==> config.mk <==
export PLATFORM = sky130hd
export DESIGN_NAME = cal_line_len
export DESIGN_NICKNAME = d
export VERILOG_FILES = /design/src/pkg/cal_pkg.sv /design/src/logic/cal_pix_cnt.sv /design/src/logic/cal_line_len.sv
export SDC_FILE = /design/constraint.sdc
export NUM_CORES = 1
export LEC_CHECK = 0
export ABC_CLOCK_PERIOD_IN_PS = 3000
export BUFFER_PORTS_ARGS = -buffer_cell sky130_fd_sc_hd__buf_2
export CORE_ASPECT_RATIO = 1.75
export CORE_UTILIZATION = 45
export CTS_CLUSTER_DIAMETER = 40
export DETAILED_ROUTE_END_ITERATION = 10
export PLACE_DENSITY = 0.8
export SYNTH_ARGS = -nofsm -noshare
export SYNTH_HDL_FRONTEND = slang
export SYNTH_SLANG_ARGS = --single-unit
==> constraint.sdc <==
create_clock -name clock_in -period 3 [get_ports clock_in]
set_clock_uncertainty 0.15 [all_clocks]
set_input_delay 0.6 -clock clock_in [delete_from_list [all_inputs] [get_ports clock_in]]
set_output_delay 0.6 -clock clock_in [all_outputs]
set_load 0.03 [all_outputs]
==> src/pkg/cal_pkg.sv <==
// constants and types for the channel a active line length block
// assumes an apb slave with 32-bit data and word-aligned registers
`default_nettype none
package cal_pkg;
  localparam int unsigned LEN_W = 12;
  localparam int unsigned PIX_DATA_W = 24;
  localparam int unsigned APB_AW = 8;
  // register indices; byte address is four times the index
  localparam logic [7:0] IDX_CHAN_CFG = 8'h10;
  localparam logic [7:0] IDX_LINK_CFG = 8'h18;
  localparam logic [7:0] IDX_LEN_LOW = 8'h20;
  localparam logic [7:0] IDX_LEN_HIGH = 8'h21;
  localparam logic [7:0] IDX_STATUS = 8'h30;
  localparam logic [APB_AW-1:0] ADDR_CHAN_CFG = APB_AW'({IDX_CHAN_CFG, 2'h0});
  localparam logic [APB_AW-1:0] ADDR_LINK_CFG = APB_AW'({IDX_LINK_CFG, 2'h0});
  localparam logic [APB_AW-1:0] ADDR_LEN_LOW = APB_AW'({IDX_LEN_LOW, 2'h0});
  localparam logic [APB_AW-1:0] ADDR_LEN_HIGH = APB_AW'({IDX_LEN_HIGH, 2'h0});
  localparam logic [APB_AW-1:0] ADDR_STATUS = APB_AW'({IDX_STATUS, 2'h0});
  // field positions
  localparam int unsigned POS_SINGLE_OUT = 4;
  localparam int unsigned POS_CHAN_MODE = 5;
  localparam int unsigned POS_DUAL_IN = 1;
  localparam int unsigned POS_LR_SPLIT = 0;
  localparam int unsigned HIGH_NIBBLE_W = 4;
  localparam int unsigned POS_STAT_MODE = 12;
  // reset values
  localparam logic [7:0] RST_LEN_LOW = 8'h00;
  localparam logic [3:0] RST_LEN_HIGH = 4'h0;
  localparam logic RST_SINGLE_OUT = 1'b0;
  localparam logic [1:0] RST_CHAN_MODE = 2'h1;
  localparam logic RST_DUAL_IN = 1'b0;
  localparam logic RST_LR_SPLIT = 1'b0;
  // channel mode field encodings
  localparam logic [1:0] CHMODE_TWO_STREAM = 2'h2;
  localparam logic [1:0] CHMODE_ILLEGAL = 2'h3;

  typedef enum logic [2:0] {
    MODE_SINGLE,
    MODE_ODD_EVEN,
    MODE_LEFT_RIGHT,
    MODE_TWO_STREAM,
    MODE_BAD
  } cal_mode_t;
endpackage : cal_pkg
`default_nettype wire

==> src/logic/cal_pix_cnt.sv <==
// pixel counter for one active line, bounded by a programmed length
// assumes clear and increment come from logic on the same clock
`default_nettype none
module cal_pix_cnt #(
  parameter int unsigned W = 12
) (
  input wire logic clock_in,
  input wire logic rst_n_in,
  input wire logic clear_in,
  input wire logic inc_in,
  input wire logic [W-1:0] limit_in,
  output logic [W-1:0] count_out,
  output logic take_out,
  output logic last_out
);
  generate
    if (W < 2) begin : g_bad_width
      $error("cal_pix_cnt needs a width of at least two");
    end
  endgenerate

  logic [W-1:0] count_q;
  logic [W-1:0] count_d;
  wire logic [W-1:0] cur = clear_in ? '0 : count_q;
  wire logic active = cur < limit_in;
  wire logic [W-1:0] cur_plus = W'(cur + 1'b1);

  // a new line and a pixel in one cycle: that pixel is the first one
  assign take_out = inc_in && active;
  assign last_out = take_out && (cur_plus == limit_in);
  assign count_d = take_out ? cur_plus : cur;
  assign count_out = count_q;

  always_ff @(posedge clock_in or negedge rst_n_in) begin
    if (!rst_n_in) begin
      count_q <= '0;
    end else begin
      count_q <= count_d;
    end
  end
endmodule : cal_pix_cnt
`default_nettype wire

==> src/logic/cal_line_len.sv <==
// channel a active line length registers and the line gate they steer
// assumes a single clock, apb from the same domain, video from same-clock logic
//
// Register access over APB was decided locally.
`default_nettype none
// Overview of operation
// - single input: length is active pixels per line
// - odd/even: length counts odd pixels on A
// - odd/even, single output: pixels to link A only
// - odd/even, dual output, mode 00/01: both links
// - left/right: length counts left pixels, A to A
// - two-stream: length counts stream A pixels
// - length is 12 bits, low byte bits 7:0
// - high nibble register bits 3:0 give 11:8
// - two-stream needs both outputs and mode 10
module cal_line_len (
  input wire logic clock_in,
  input wire logic rst_n_in,
  input wire logic psel_in,
  input wire logic penable_in,
  input wire logic pwrite_in,
  input wire logic [cal_pkg::APB_AW-1:0] paddr_in,
  input wire logic [31:0] pwdata_in,
  input wire logic [3:0] pstrb_in,
  output logic [31:0] prdata_out,
  output logic pready_out,
  output logic pslverr_out,
  input wire logic line_start_in,
  input wire logic pix_valid_in,
  input wire logic [cal_pkg::PIX_DATA_W-1:0] pix_data_in,
  output logic link_a_valid_out,
  output logic [cal_pkg::PIX_DATA_W-1:0] link_a_data_out,
  output logic link_b_valid_out,
  output logic [cal_pkg::PIX_DATA_W-1:0] link_b_data_out,
  output logic line_end_out
);
  localparam int unsigned DW = cal_pkg::PIX_DATA_W;

  logic [7:0] len_low_q;
  logic [3:0] len_high_q;
  logic single_out_q;
  logic [1:0] chan_mode_q;
  logic dual_in_q;
  logic lr_split_q;
  logic link_a_valid_q;
  logic link_b_valid_q;
  logic line_end_q;
  logic [DW-1:0] link_a_data_q;
  logic [DW-1:0] link_b_data_q;

  // apb decode
  wire logic access = psel_in && penable_in;
  wire logic wr_en = access && pwrite_in && pstrb_in[0];
  wire logic hit_chan = paddr_in == cal_pkg::ADDR_CHAN_CFG;
  wire logic hit_link = paddr_in == cal_pkg::ADDR_LINK_CFG;
  wire logic hit_low = paddr_in == cal_pkg::ADDR_LEN_LOW;
  wire logic hit_high = paddr_in == cal_pkg::ADDR_LEN_HIGH;
  wire logic hit_stat = paddr_in == cal_pkg::ADDR_STATUS;
  wire logic hit_any = hit_chan | hit_link | hit_low | hit_high | hit_stat;

  // line length assembled from both registers
  // each half acts from the cycle after its own write; a mixed value can show
  wire logic [cal_pkg::LEN_W-1:0] line_len = {len_high_q, len_low_q};

  // input/output mode decode
  cal_pkg::cal_mode_t mode;
  wire logic want_two = chan_mode_q == cal_pkg::CHMODE_TWO_STREAM;
  wire logic mode_illegal = chan_mode_q == cal_pkg::CHMODE_ILLEGAL;
  // two-stream with one output link enabled cannot be served, so it gates all
  assign mode = want_two ? (single_out_q ? cal_pkg::MODE_BAD
                                         : cal_pkg::MODE_TWO_STREAM)
              : mode_illegal ? cal_pkg::MODE_BAD
              : !dual_in_q ? cal_pkg::MODE_SINGLE
              : lr_split_q ? cal_pkg::MODE_LEFT_RIGHT
              : cal_pkg::MODE_ODD_EVEN;
  wire logic mode_ok = mode != cal_pkg::MODE_BAD;
  wire logic dual_out = (mode == cal_pkg::MODE_ODD_EVEN) && !single_out_q;

  // line gating
  logic [cal_pkg::LEN_W-1:0] pix_count;
  logic take;
  logic last;
  cal_pix_cnt #(
    .W(cal_pkg::LEN_W)
  ) u_cnt (
    .clock_in(clock_in),
    .rst_n_in(rst_n_in),
    .clear_in(line_start_in),
    .inc_in(pix_valid_in && mode_ok),
    .limit_in(line_len),
    .count_out(pix_count),
    .take_out(take),
    .last_out(last)
  );

  // register reads; bits above a register's width read zero
  wire logic [31:0] rd_chan = 32'({chan_mode_q, 3'h0, dual_in_q, lr_split_q});
  wire logic [31:0] rd_link = 32'({single_out_q, 4'h0});
  wire logic [31:0] rd_stat = 32'({mode, pix_count});
  assign prdata_out = hit_chan ? rd_chan
                    : hit_link ? rd_link
                    : hit_low ? 32'(len_low_q)
                    : hit_high ? 32'(len_high_q)
                    : hit_stat ? rd_stat
                    : 32'h0000_0000;
  assign pready_out = 1'b1;
  assign pslverr_out = access && !hit_any;

  always_ff @(posedge clock_in or negedge rst_n_in) begin
    if (!rst_n_in) begin
      len_low_q <= cal_pkg::RST_LEN_LOW;
      len_high_q <= cal_pkg::RST_LEN_HIGH;
      single_out_q <= cal_pkg::RST_SINGLE_OUT;
      chan_mode_q <= cal_pkg::RST_CHAN_MODE;
      dual_in_q <= cal_pkg::RST_DUAL_IN;
      lr_split_q <= cal_pkg::RST_LR_SPLIT;
    end else if (wr_en) begin
      if (hit_low) begin
        len_low_q <= pwdata_in[7:0];
      end
      if (hit_high) begin
        len_high_q <= pwdata_in[cal_pkg::HIGH_NIBBLE_W-1:0];
      end
      if (hit_link) begin
        single_out_q <= pwdata_in[cal_pkg::POS_SINGLE_OUT];
      end
      if (hit_chan) begin
        chan_mode_q <= pwdata_in[cal_pkg::POS_CHAN_MODE+1:cal_pkg::POS_CHAN_MODE];
        dual_in_q <= pwdata_in[cal_pkg::POS_DUAL_IN];
        lr_split_q <= pwdata_in[cal_pkg::POS_LR_SPLIT];
      end
    end
  end

  always_ff @(posedge clock_in or negedge rst_n_in) begin
    if (!rst_n_in) begin
      link_a_valid_q <= 1'b0;
      link_b_valid_q <= 1'b0;
      line_end_q <= 1'b0;
      link_a_data_q <= '0;
      link_b_data_q <= '0;
    end else begin
      link_a_valid_q <= take;
      link_b_valid_q <= take && dual_out;
      line_end_q <= last;
      if (take) begin
        link_a_data_q <= pix_data_in;
      end
      if (take && dual_out) begin
        link_b_data_q <= pix_data_in;
      end
    end
  end

  assign link_a_valid_out = link_a_valid_q;
  assign link_b_valid_out = link_b_valid_q;
  assign link_a_data_out = link_a_data_q;
  assign link_b_data_out = link_b_data_q;
  assign line_end_out = line_end_q;
endmodule : cal_line_len
`default_nettype wire

==> flow_metrics.py, run 1 <==
metrics = {
    "placed_design": {
        "hpwl_mm": 8.59,
        "port_buffers": 114,
        "dp.cells": 637,
        "dpl_worst_slack_ns": -0.161,
        "gp_congestion": 0.945,
    },
    "power_and_ir_drop": {
        "pwr-share-clk": 0.415,
        "p_switching_uw": 786,
        "p_per_area_nw_per_um2": 480,
        "p_leak_nw": 2.80,
        "comb_power_share": 0.158,
        "p_int_mw": 1.96,
        "ir_worst_vdd_mv": 0.411,
        "power.share.sequential": 0.427,
        "switching_share": 0.287,
    },
    "cts": {
        "cts_root_buf": "clkbuf_16",
        "insertion_delay_ns": 0.34,
        "ctsHoldBuffers": 0,
        "clkSlewWorstSetupHoldPaths_ns": 0.07,
        "htreeDepth": 3,
        "cts_buffer_depth": 2,
        "cts_tree": "built",
        "numClockSinks": 80,
        "cts_made_buffers": 9,
    },
    "cells_and_area": {
        "fin_cells": 654,
        "syn2layout_area_growth_pct": 31.4,
        "n_fill_cell": 760,
        "num-nets-final": 609,
        "antenna-diode-count": 0,
        "drive_gt1_frac": 0.506,
    },
    "detailed_routing": {
        "vias": 3566,
        "ant_nets": 0,
        "totalWireLength_mm": 11.4,
        "drtIter0Drc": 191,
        "drt-pass1-iter-count": 6,
        "drc": 0,
        "avgViaCountPerCell": 5.45,
        "post_drt_wl_per_cell_um": 17.4,
    },
    "hold_path": {
        "hold_class": "in -> async",
    },
    "yosys": {
        "syn_avg_cell_area_sq_um": 11.3,
        "synth-edff-count": 0,
        "synth_top_flop_cell": "dfrtp_1",
        "synth-seq-area-share": 0.461,
        "synth.distinct_cells": 60,
        "async_reset_ff_frac": 1.00,
        "syn-cell-area_sq_um": 4350,
        "synth-seq-cells": 80,
        "syn-instance-count": 386,
        "yosys_warnings": 0,
    },
    "flow_run": {
        "maxCapViolCount": 0,
    },
    "floorplan": {
        "die_h_um": 132,
        "dieWidth_um": 76.3,
        "core_sq_um": 9410,
        "rows": 47,
        "ios": 160,
        "initial_core_util": 0.462,
        "die_area_sq_um": 10100,
    },
    "worst_setup_path": {
        "rr_startpoint": "u_cnt.count_out[8]",
        "cp.arrival_ns": 2.28,
        "worstPathMaxFanout": 5,
        "ff2ff_path_depth": 9,
        "critical_path_class": "in -> out",
        "crit_start": "paddr_in[1]",
        "crit_end": "prdata_out[0]",
        "critPathLaunchType": "input port",
        "end_kind": "primary output",
        "r2r-end": "link_b_data_out[23]",
        "r2r_slack_ns": 0.19,
        "cp.required_ns": 2.25,
    },
    "global_routing": {
        "grt_max_degree": 45,
        "antenna_found_initial": 0,
        "grt_pass1_wl_mm": 18.8,
        "grtUsageTotal": 0.237,
        "grt_overflow": 0,
        "grt_pass1_vias": 3821,
    },
    "sta": {
        "setup_viol": 7,
        "rsz0062_at_grt": "true",
        "fin_ws_ns": -0.0282,
        "slew_viol_final": 0,
        "hold_viol": 0,
        "slew_headroom": 0.628,
        "fmax_ghz": 0.330,
        "tightest_slew_ns": 0.558,
        "post-route-period-util": 1.01,
        "layout_min_cycle_time_ns": 3.03,
    },
    "status": {
        "violations": "setup timing",
        "status": "finished with violations",
    },
}
==> Yosys cell counts, types with 7 or more instances <==
cell type  count  area (sq um)
dfrtp_1       79          1980
mux2_2        47           529
nor2_1        24          90.1
mux2_4        19           285
buf_4         18           135
nand2_1       18          67.6
clkbuf_1      17          63.8
inv_1         15          56.3
xnor2_1       14           123
nand3_1       11          55.1
o21ai_0       10          50.1
a21oi_1        9          45.0
nand4_1        8          50.1
ha_1           7          87.6
==> routing by layer <==
metal / vias up / GRT usage / part of all wire
met1: 1779 / 0.238 / 0.35
met5: - / 0 / 0
li1: 1605 / - / -
met3: 32 / 0.0415 / 0.043
met2: 150 / 0.450 / 0.57
met4: 0 / 0.128 / 0.036
==> metrics by stage <==
step / TNS [ns] / hold slack (ns) / instance area (sq um) / utilization / power, mW
2_1_floorplan: -1.29 / 0.154 / 4540 / - / 1.47
3_3_place_gp: -3.26 / 0.335 / 5300 / 0.563 / 1.61
3_5_place_dp: -4.57 / 0.339 / 5300 / 0.563 / 1.62
4_1_cts: -0.0336 / 0.124 / 5690 / 0.604 / 2.75
5_1_grt: -0.456 / 0.149 / 5710 / 0.607 / 2.83
6_report: -0.122 / 0.103 / 5710 / 0.607 / 2.74
==> layout make-up <==
| cell class | count | area, sq um | area share |
|---|---|---|---|
| multi-input combinational | 265 | 2200 | 0.385 |
| timing repair buffer | 156 | 990 | 0.173 |
| tap | 122 | 153 | 0.0267 |
| inverter | 15 | 56.3 | 0.00986 |
| clock buffer | 9 | 225 | 0.0394 |
| sequential | 80 | 2000 | 0.351 |
| clock inverter | 7 | 87.6 | 0.0153 |
==> placed cells by master (no fill, tap or decap), drive strengths merged, types with 2 or more instances in the layout <==
master | netlist | final
dfrtp | 79 | 79
nor2 | 24 | 24
nor2b | 7 | 7
inv | 15 | 18
nor3 | 7 | 7
o2111ai | 2 | 2
and4 | 2 | 2
nand4 | 8 | 8
ha | 7 | 7
a31o | 4 | 4
mux2 | 66 | 66
maj3 | 2 | 2
a221o | 2 | 2
nand2 | 18 | 18
clkbuf | 17 | 9
or3b | 2 | 2
a211oi | 3 | 3
nand3 | 11 | 11
buf | 25 | 156
nor4 | 2 | 2
a21oi | 9 | 9
and2 | 4 | 4
o21ai | 11 | 11
a31oi | 4 | 4
mux2i | 4 | 4
nand2b | 5 | 5
xor2 | 5 | 5
nand4b | 2 | 2
conb | 2 | 18
xnor2 | 14 | 14
or4 | 2 | 2
nor3b | 2 | 2
clkinvlp | 0 | 2
a222oi | 2 | 2
==> worst max-delay path: stages <==
cell,delay [ns]
buf_6,0.09
or4_4,0.54
or3b_4,0.43
nor3_2,0.14
buf_4,0.17
a221o_2,0.16
buf_4,0.16
==> cells by family after synthesis <==
family | Yosys count | share of synthesized area
other | 2 | 0.00173
adders and majority gates | 9 | 0.0250
and+or+nand+nor | 102 | 0.128
muxes | 70 | 0.197
AOI/OAI and AO/OA | 47 | 0.0794
DFF | 80 | 0.461
buffers and inverters | 57 | 0.0697
xor gates and xnor gates | 19 | 0.0383
==> flip-flops by register name, indices dropped and copies added, names as in the netlist <==
register,cells
single_out_q,1
len_low_q,8
link_a_valid_out,1
len_high_q,4
chan_mode_q,2
link_b_valid_out,1
dual_in_q,1
u_cnt.count_out,12
line_end_out,1
lr_split_q,1
link_a_data_out,24
link_b_data_out,24
==> power groups by stage <==
stage | Sequential [mW] | Combinational, mW | Clock (mW)
floorplan | 1.29 | 0.182 | 0
global placement | 1.19 | 0.421 | 0
detailed placement | 1.19 | 0.433 | 0
CTS | 1.17 | 0.436 | 1.15
global route | 1.18 | 0.459 | 1.19
finish | 1.17 | 0.434 | 1.14
==> how the worst min path moves through the flow <==
stage,from,to,cells after the start
final,rst_n_in,link_a_data_out[18],1
after global routing,rst_n_in,link_b_data_out[15],1
after CTS,rst_n_in,link_a_data_out[23],1
after detailed placement,link_b_data_out[10],link_b_data_out[10],1
after global placement,link_a_data_out[0],link_a_data_out[0],1
after floorplan,rst_n_in,chan_mode_q[1],0
==> timing repair <==
item,CTS,global route
gates resized for setup,24,7
pin swaps,1,2
setup endpoints to repair,16,14
buffers inserted,0,1
gates cloned,0,0
Power figures use the tool's default switching activity.
==> inputs of run 2 (changes only) <==
ABC_CLOCK_PERIOD_IN_PS = 2800   (was 3000)
CORE_UTILIZATION = 50   (was 45)
CTS_CLUSTER_SIZE = 30   (was default)
PLACE_DENSITY = 0.84   (was 0.8)
clock period = 2.8 ns   (was 3 ns; I/O delays follow)
==> run 2 against run 1 <==
Against the previous run:
- the flow still finishes with violations (setup timing)
- sequential cell count unchanged
- die area decreased by 9.8%
- global-route usage increased by 1.8 points
- clock power increased by 11%
- non-clock buffer count increased by 17
- first-iteration DRC count increased by 19%
- count of clock-buffer cells in the layout increased by 1
- via count increased by 0.28%
==> flow_metrics.py, run 2 (same netlist as run 1, synthesis figures left out) <==
metrics = {
    "sta": {
        "setup_viol": 16,
        "layout_min_cycle_time_ns": 2.98,
        "slew_viol_final": 0,
        "slew_headroom": 0.592,
        "post-route-period-util": 1.06,
        "fmax_ghz": 0.336,
        "tightest_slew_ns": 0.606,
        "fin_ws_ns": -0.177,
        "whs_ns": 0.0786,
        "rsz0062_at_grt": "true",
        "hold_viol": 0,
    },
    "hold_path": {
        "hold_class": "in -> async",
    },
    "worst_setup_path": {
        "crit_end": "prdata_out[4]",
        "rr_startpoint": "u_cnt.count_out[10]",
        "worstPathMaxFanout": 7,
        "crit_start": "paddr_in[4]",
        "r2r_slack_ns": 0.09,
        "critPathLaunchType": "input port",
        "ff2ff_path_depth": 11,
        "cp.arrival_ns": 2.27,
        "cp.required_ns": 2.09,
        "critical_path_class": "in -> out",
        "r2r-end": "link_b_data_out[11]",
        "end_kind": "primary output",
    },
    "placed_design": {
        "port_buffers": 114,
        "dpl_worst_slack_ns": -0.439,
        "gp_congestion": 0.926,
        "hpwl_mm": 8.09,
        "dp.cells": 640,
    },
    "global_routing": {
        "antenna_found_initial": 0,
        "grt_overflow": 0,
        "grt_pass1_vias": 3722,
        "grt_max_degree": 45,
        "grtUsageTotal": 0.254,
        "grt_pass1_wl_mm": 17.6,
    },
    "floorplan": {
        "die_h_um": 125,
        "dieWidth_um": 72.5,
        "ios": 160,
        "core_sq_um": 8370,
        "initial_core_util": 0.519,
        "die_area_sq_um": 9080,
        "rows": 44,
    },
    "power_and_ir_drop": {
        "power.share.sequential": 0.420,
        "switching_share": 0.270,
        "p_switching_uw": 805,
        "comb_power_share": 0.158,
        "pwr-share-clk": 0.422,
        "p_int_mw": 2.18,
        "ir_worst_vdd_mv": 0.468,
        "p_per_area_nw_per_um2": 498,
        "p_leak_nw": 2.95,
    },
    "cells_and_area": {
        "n_fill_cell": 588,
        "syn2layout_area_growth_pct": 38.1,
        "final_util": 0.717,
        "antenna-diode-count": 0,
        "final_cell_mix": "buf_2 (96), dfrtp_1 (79), buf_4 (55)",
        "layout_commonest_cell": "buf_2",
        "num-nets-final": 626,
        "fin_cells": 664,
        "drive_gt1_frac": 0.546,
    },
    "detailed_routing": {
        "drtIter0Drc": 228,
        "drc": 0,
        "totalWireLength_mm": 11.3,
        "avgViaCountPerCell": 5.39,
        "ant_nets": 0,
        "vias": 3576,
        "drt-pass1-iter-count": 4,
        "post_drt_wl_per_cell_um": 17.0,
    },
    "cts": {
        "numClockSinks": 80,
        "ctsHoldBuffers": 0,
        "cts_root_buf": "clkbuf_16",
        "cts_buffer_depth": 2,
        "insertion_delay_ns": 0.33,
        "cts_made_buffers": 9,
        "htreeDepth": 3,
        "cts_tree": "built",
        "clkSlewWorstSetupHoldPaths_ns": 0.06,
    },
    "status": {
        "status": "finished with violations",
        "violations": "setup timing",
    },
    "flow_run": {
        "maxCapViolCount": 0,
    },
}
[run 2: cell count changes in the layout (fill, tap and decap cells not counted), moves of 2 or more]
cell / change
buf_4: +6
a211oi_2: -2
buf_6: +7
buf_12: +2
a211oi_4: +2
nor2b_2: +2
nor2b_1: -2
clkbuf_16: +2
and2_4: +2
and2_1: -2
inv_1: -2
inv_2: +2
nand2_1: -2
[run 2: worst max-delay path: stages]
cell and delay, ns:
buf_6 0.09, or4_4 0.52, or3b_4 0.43, nor2_4 0.20, buf_12 0.15, a22oi_2 0.09, nand2_2 0.10, buf_6 0.13
[run 2: per-layer routing]
metal  vias up  GRT usage  wire, um
met3        38     0.0451       493
met5         -          0         0
met4         0      0.155       538
met1      1758      0.280      4090
li1       1640          -         -
met2       140      0.442      6200
[run 2: how the worst min path moves through the flow]
stage,slack (ns),cells after the start,end
floorplan,0.11,0,chan_mode_q[1]
global placement,0.33,1,link_b_data_out[3]
detailed placement,0.34,1,link_b_data_out[18]
CTS,0.09,1,u_cnt.count_out[11]
global route,0.11,1,link_a_data_out[5]
finish,0.08,1,link_b_data_out[5]
[run 2: area by class of cell]
type / instances / area [sq um] / share of cell area
clock buffers: 10 / 229 / 0.0381
repair buffers: 173 / 1200 / 0.201
clock inverters: 6 / 90.1 / 0.0150
well taps: 115 / 144 / 0.0240
flip-flops and latches: 80 / 2000 / 0.334
multi-input cells: 265 / 2280 / 0.379
inverters: 15 / 56.3 / 0.00938
[run 2: per-stage QoR]
stage | setup TNS [ns] | cell area, sq um | power (mW)
after CTS | -2.17 | 5880 | 3.00
after global routing | -2.53 | 6000 | 3.08
after global placement | -18.67 | 5440 | 1.73
after detailed placement | -21.42 | 5440 | 1.74
final | -2.17 | 6000 | 2.99
after floorplan | -4.77 | 4620 | 1.58
[run 2: timing repair]
item,CTS,global route
resized for setup,31,9
gates cloned,0,3
hold endpoints to repair,0,0
pin swaps,8,12
setup endpoints to repair,47,50
setup buffers,2,3
[run 2: power groups by stage]
stage / registers (mW) / clock network, mW / logic (mW)
finish: 1.26 / 1.26 / 0.472
global route: 1.26 / 1.32 / 0.501
CTS: 1.26 / 1.27 / 0.471
detailed placement: 1.28 / 0 / 0.468
global placement: 1.27 / 0 / 0.457
floorplan: 1.38 / 0 / 0.198
==> inputs of run 3 (changes only) <==
CELL_PAD_IN_SITES_DETAIL_PLACEMENT = 1   (was default)
CELL_PAD_IN_SITES_GLOBAL_PLACEMENT = 1   (was default)
CORE_UTILIZATION = 38   (was 50)
==> run 3 against run 2 <==
Against the previous run:
- the flow still finishes with violations (setup timing)
- worst setup slack got worse by 0.0023 ns
- final cell count rose by 2.4%
- register-to-register slack barely moved
- clock power fell by 9.5%
- wire length rose by 28%
- non-clock buffer count fell by 1
- sequential share of layout area fell by 0.10 points
- sequential cell count did not move
- sequential power barely moved
- largest cell class unchanged
==> flow_metrics.py, run 3 (same netlist as run 1, synthesis figures left out) <==
metrics = {
    "status": {
        "status": "finished with violations",
        "violations": "setup timing",
    },
    "detailed_routing": {
        "ant_nets": 0,
        "avgViaCountPerCell": 5.50,
        "post_drt_wl_per_cell_um": 21.3,
        "totalWireLength_mm": 14.5,
        "drt-pass1-iter-count": 4,
        "vias": 3742,
        "drc": 0,
        "drtIter0Drc": 111,
    },
    "global_routing": {
        "grt_pass1_vias": 4221,
        "grt_overflow": 0,
        "grt_max_degree": 46,
        "grtUsageTotal": 0.251,
        "grt_pass1_wl_mm": 22.9,
        "antenna_found_initial": 0,
    },
    "floorplan": {
        "dieWidth_um": 82.8,
        "core_sq_um": 11100,
        "ios": 160,
        "rows": 51,
        "initial_core_util": 0.391,
        "die_area_sq_um": 11900,
        "die_h_um": 143,
    },
    "worst_setup_path": {
        "r2r_slack_ns": 0.09,
        "worstPathMaxFanout": 7,
        "cpMostUsedCell": "buf_6",
        "cp.required_ns": 2.09,
        "critPathMaxStageDelay_ns": 0.52,
        "critical_path_class": "in -> out",
        "cp.arrival_ns": 2.27,
        "rr_startpoint": "u_cnt.count_out[8]",
        "end_kind": "primary output",
        "ff2ff_path_depth": 10,
        "r2r-end": "link_b_data_out[23]",
        "path_cells": "buf_6 > or4_4 > or3_1 > buf_4 > nor2_1 > a221o_2 > buf_6",
        "crit_slowest_cell": "or4_4",
        "crit_start": "paddr_in[1]",
        "critPathLaunchType": "input port",
    },
    "hold_path": {
        "hold_class": "in -> async",
    },
    "placed_design": {
        "port_buffers": 114,
        "gp_congestion": 0.847,
        "dp.cells": 656,
        "hpwl_mm": 10.2,
    },
    "power_and_ir_drop": {
        "p_leak_nw": 2.94,
        "pwr-share-clk": 0.394,
        "ir_worst_vdd_mv": 0.450,
        "comb_power_share": 0.171,
        "total_power_mw": 2.89,
        "power.share.sequential": 0.435,
        "p_int_mw": 2.01,
        "p_per_area_nw_per_um2": 481,
        "switching_share": 0.305,
        "p_switching_uw": 883,
    },
    "sta": {
        "rsz0062_at_grt": "true",
        "setup_viol": 16,
        "post-route-period-util": 1.06,
        "hold_viol": 0,
        "fin_ws_ns": -0.179,
        "layout_min_cycle_time_ns": 2.98,
        "slew_headroom": 0.605,
        "slew_viol_final": 0,
        "fmax_ghz": 0.336,
        "tightest_slew_ns": 0.593,
    },
    "cts": {
        "ctsHoldBuffers": 0,
        "cts_tree": "built",
        "cts_root_buf": "clkbuf_16",
        "htreeDepth": 3,
        "cts_buffer_depth": 2,
        "numClockSinks": 80,
        "clkSlewWorstSetupHoldPaths_ns": 0.07,
        "insertion_delay_ns": 0.34,
        "cts_made_buffers": 9,
    },
    "cells_and_area": {
        "final_cell_mix": "buf_2 (96), dfrtp_1 (79), buf_4 (54)",
        "antenna-diode-count": 0,
        "layout_commonest_cell": "buf_2",
        "num-nets-final": 625,
        "fin_cells": 680,
        "n_fill_cell": 1215,
        "syn2layout_area_growth_pct": 38.5,
        "drive_gt1_frac": 0.553,
    },
    "flow_run": {
        "maxCapViolCount": 0,
    },
}
==> run 3: cell type report <==
class,count,area [sq um],share of cell area
Multi-Input combinational cell,265,2330,0.387
Sequential cell,80,2000,0.333
Timing Repair Buffer,172,1180,0.197
Clock buffer,10,229,0.0380
Tap cell,132,165,0.0274
Inverter,15,56.3,0.00935
Clock inverter,6,50.0,0.00831
==> run 3: per-layer routing <==
layer / vias to the layer above / track usage / wire length (um)
met5: - / 0 / 0
met4: 0 / 0.137 / 677
met3: 46 / 0.0454 / 713
met2: 183 / 0.480 / 8010
met1: 1874 / 0.254 / 5100
li1: 1639 / - / -
==> run 3: timing repair <==
item	in CTS	in global routing
setup endpoints to repair	21	67
gates cloned	2	0
buffers inserted	3	5
pin swaps	7	9
resized for setup	38	20
==> run 3: power by group through the flow <==
stage	registers [mW]	logic [mW]	clock network (mW)
floorplan	1.38	0.198	0
global placement	1.27	0.459	0
detailed placement	1.28	0.476	0
CTS	1.26	0.486	1.16
global route	1.26	0.523	1.20
finish	1.26	0.494	1.14
==> run 3: worst max path at each step <==
stage                     slack (ns)  depth (start not counted)                   to
after floorplan                -0.22                         11  link_b_data_out[10]
after global placement         -0.30                         12   link_b_data_out[3]
after detailed placement       -0.35                         12  link_b_data_out[23]
after CTS                      -0.18                          7        prdata_out[0]
after global routing           -0.24                          7        prdata_out[1]
final                          -0.18                          7        prdata_out[1]
==> run 3: worst max-delay path, delay by kind of cell <==
kind	cells	cell delay (ns)
buffers and inverters	3	0.44
AO/OA/AOI/OAI	1	0.15
AND/OR/NAND/NOR	3	1.12
==> run 3: metrics by stage <==
step	cell area (sq um)	hold WS (ns)	utilization	worst slack [ns]	TNS, ns
detailed placement	5470	0.341	0.493	-0.354	-17.10
finish	6020	0.0673	0.542	-0.179	-1.85
CTS	5950	0.0843	0.536	-0.183	-1.89
global route	6020	0.104	0.542	-0.242	-2.57
floorplan	4620	0.114	-	-0.217	-4.77
global placement	5470	0.337	0.493	-0.300	-14.02
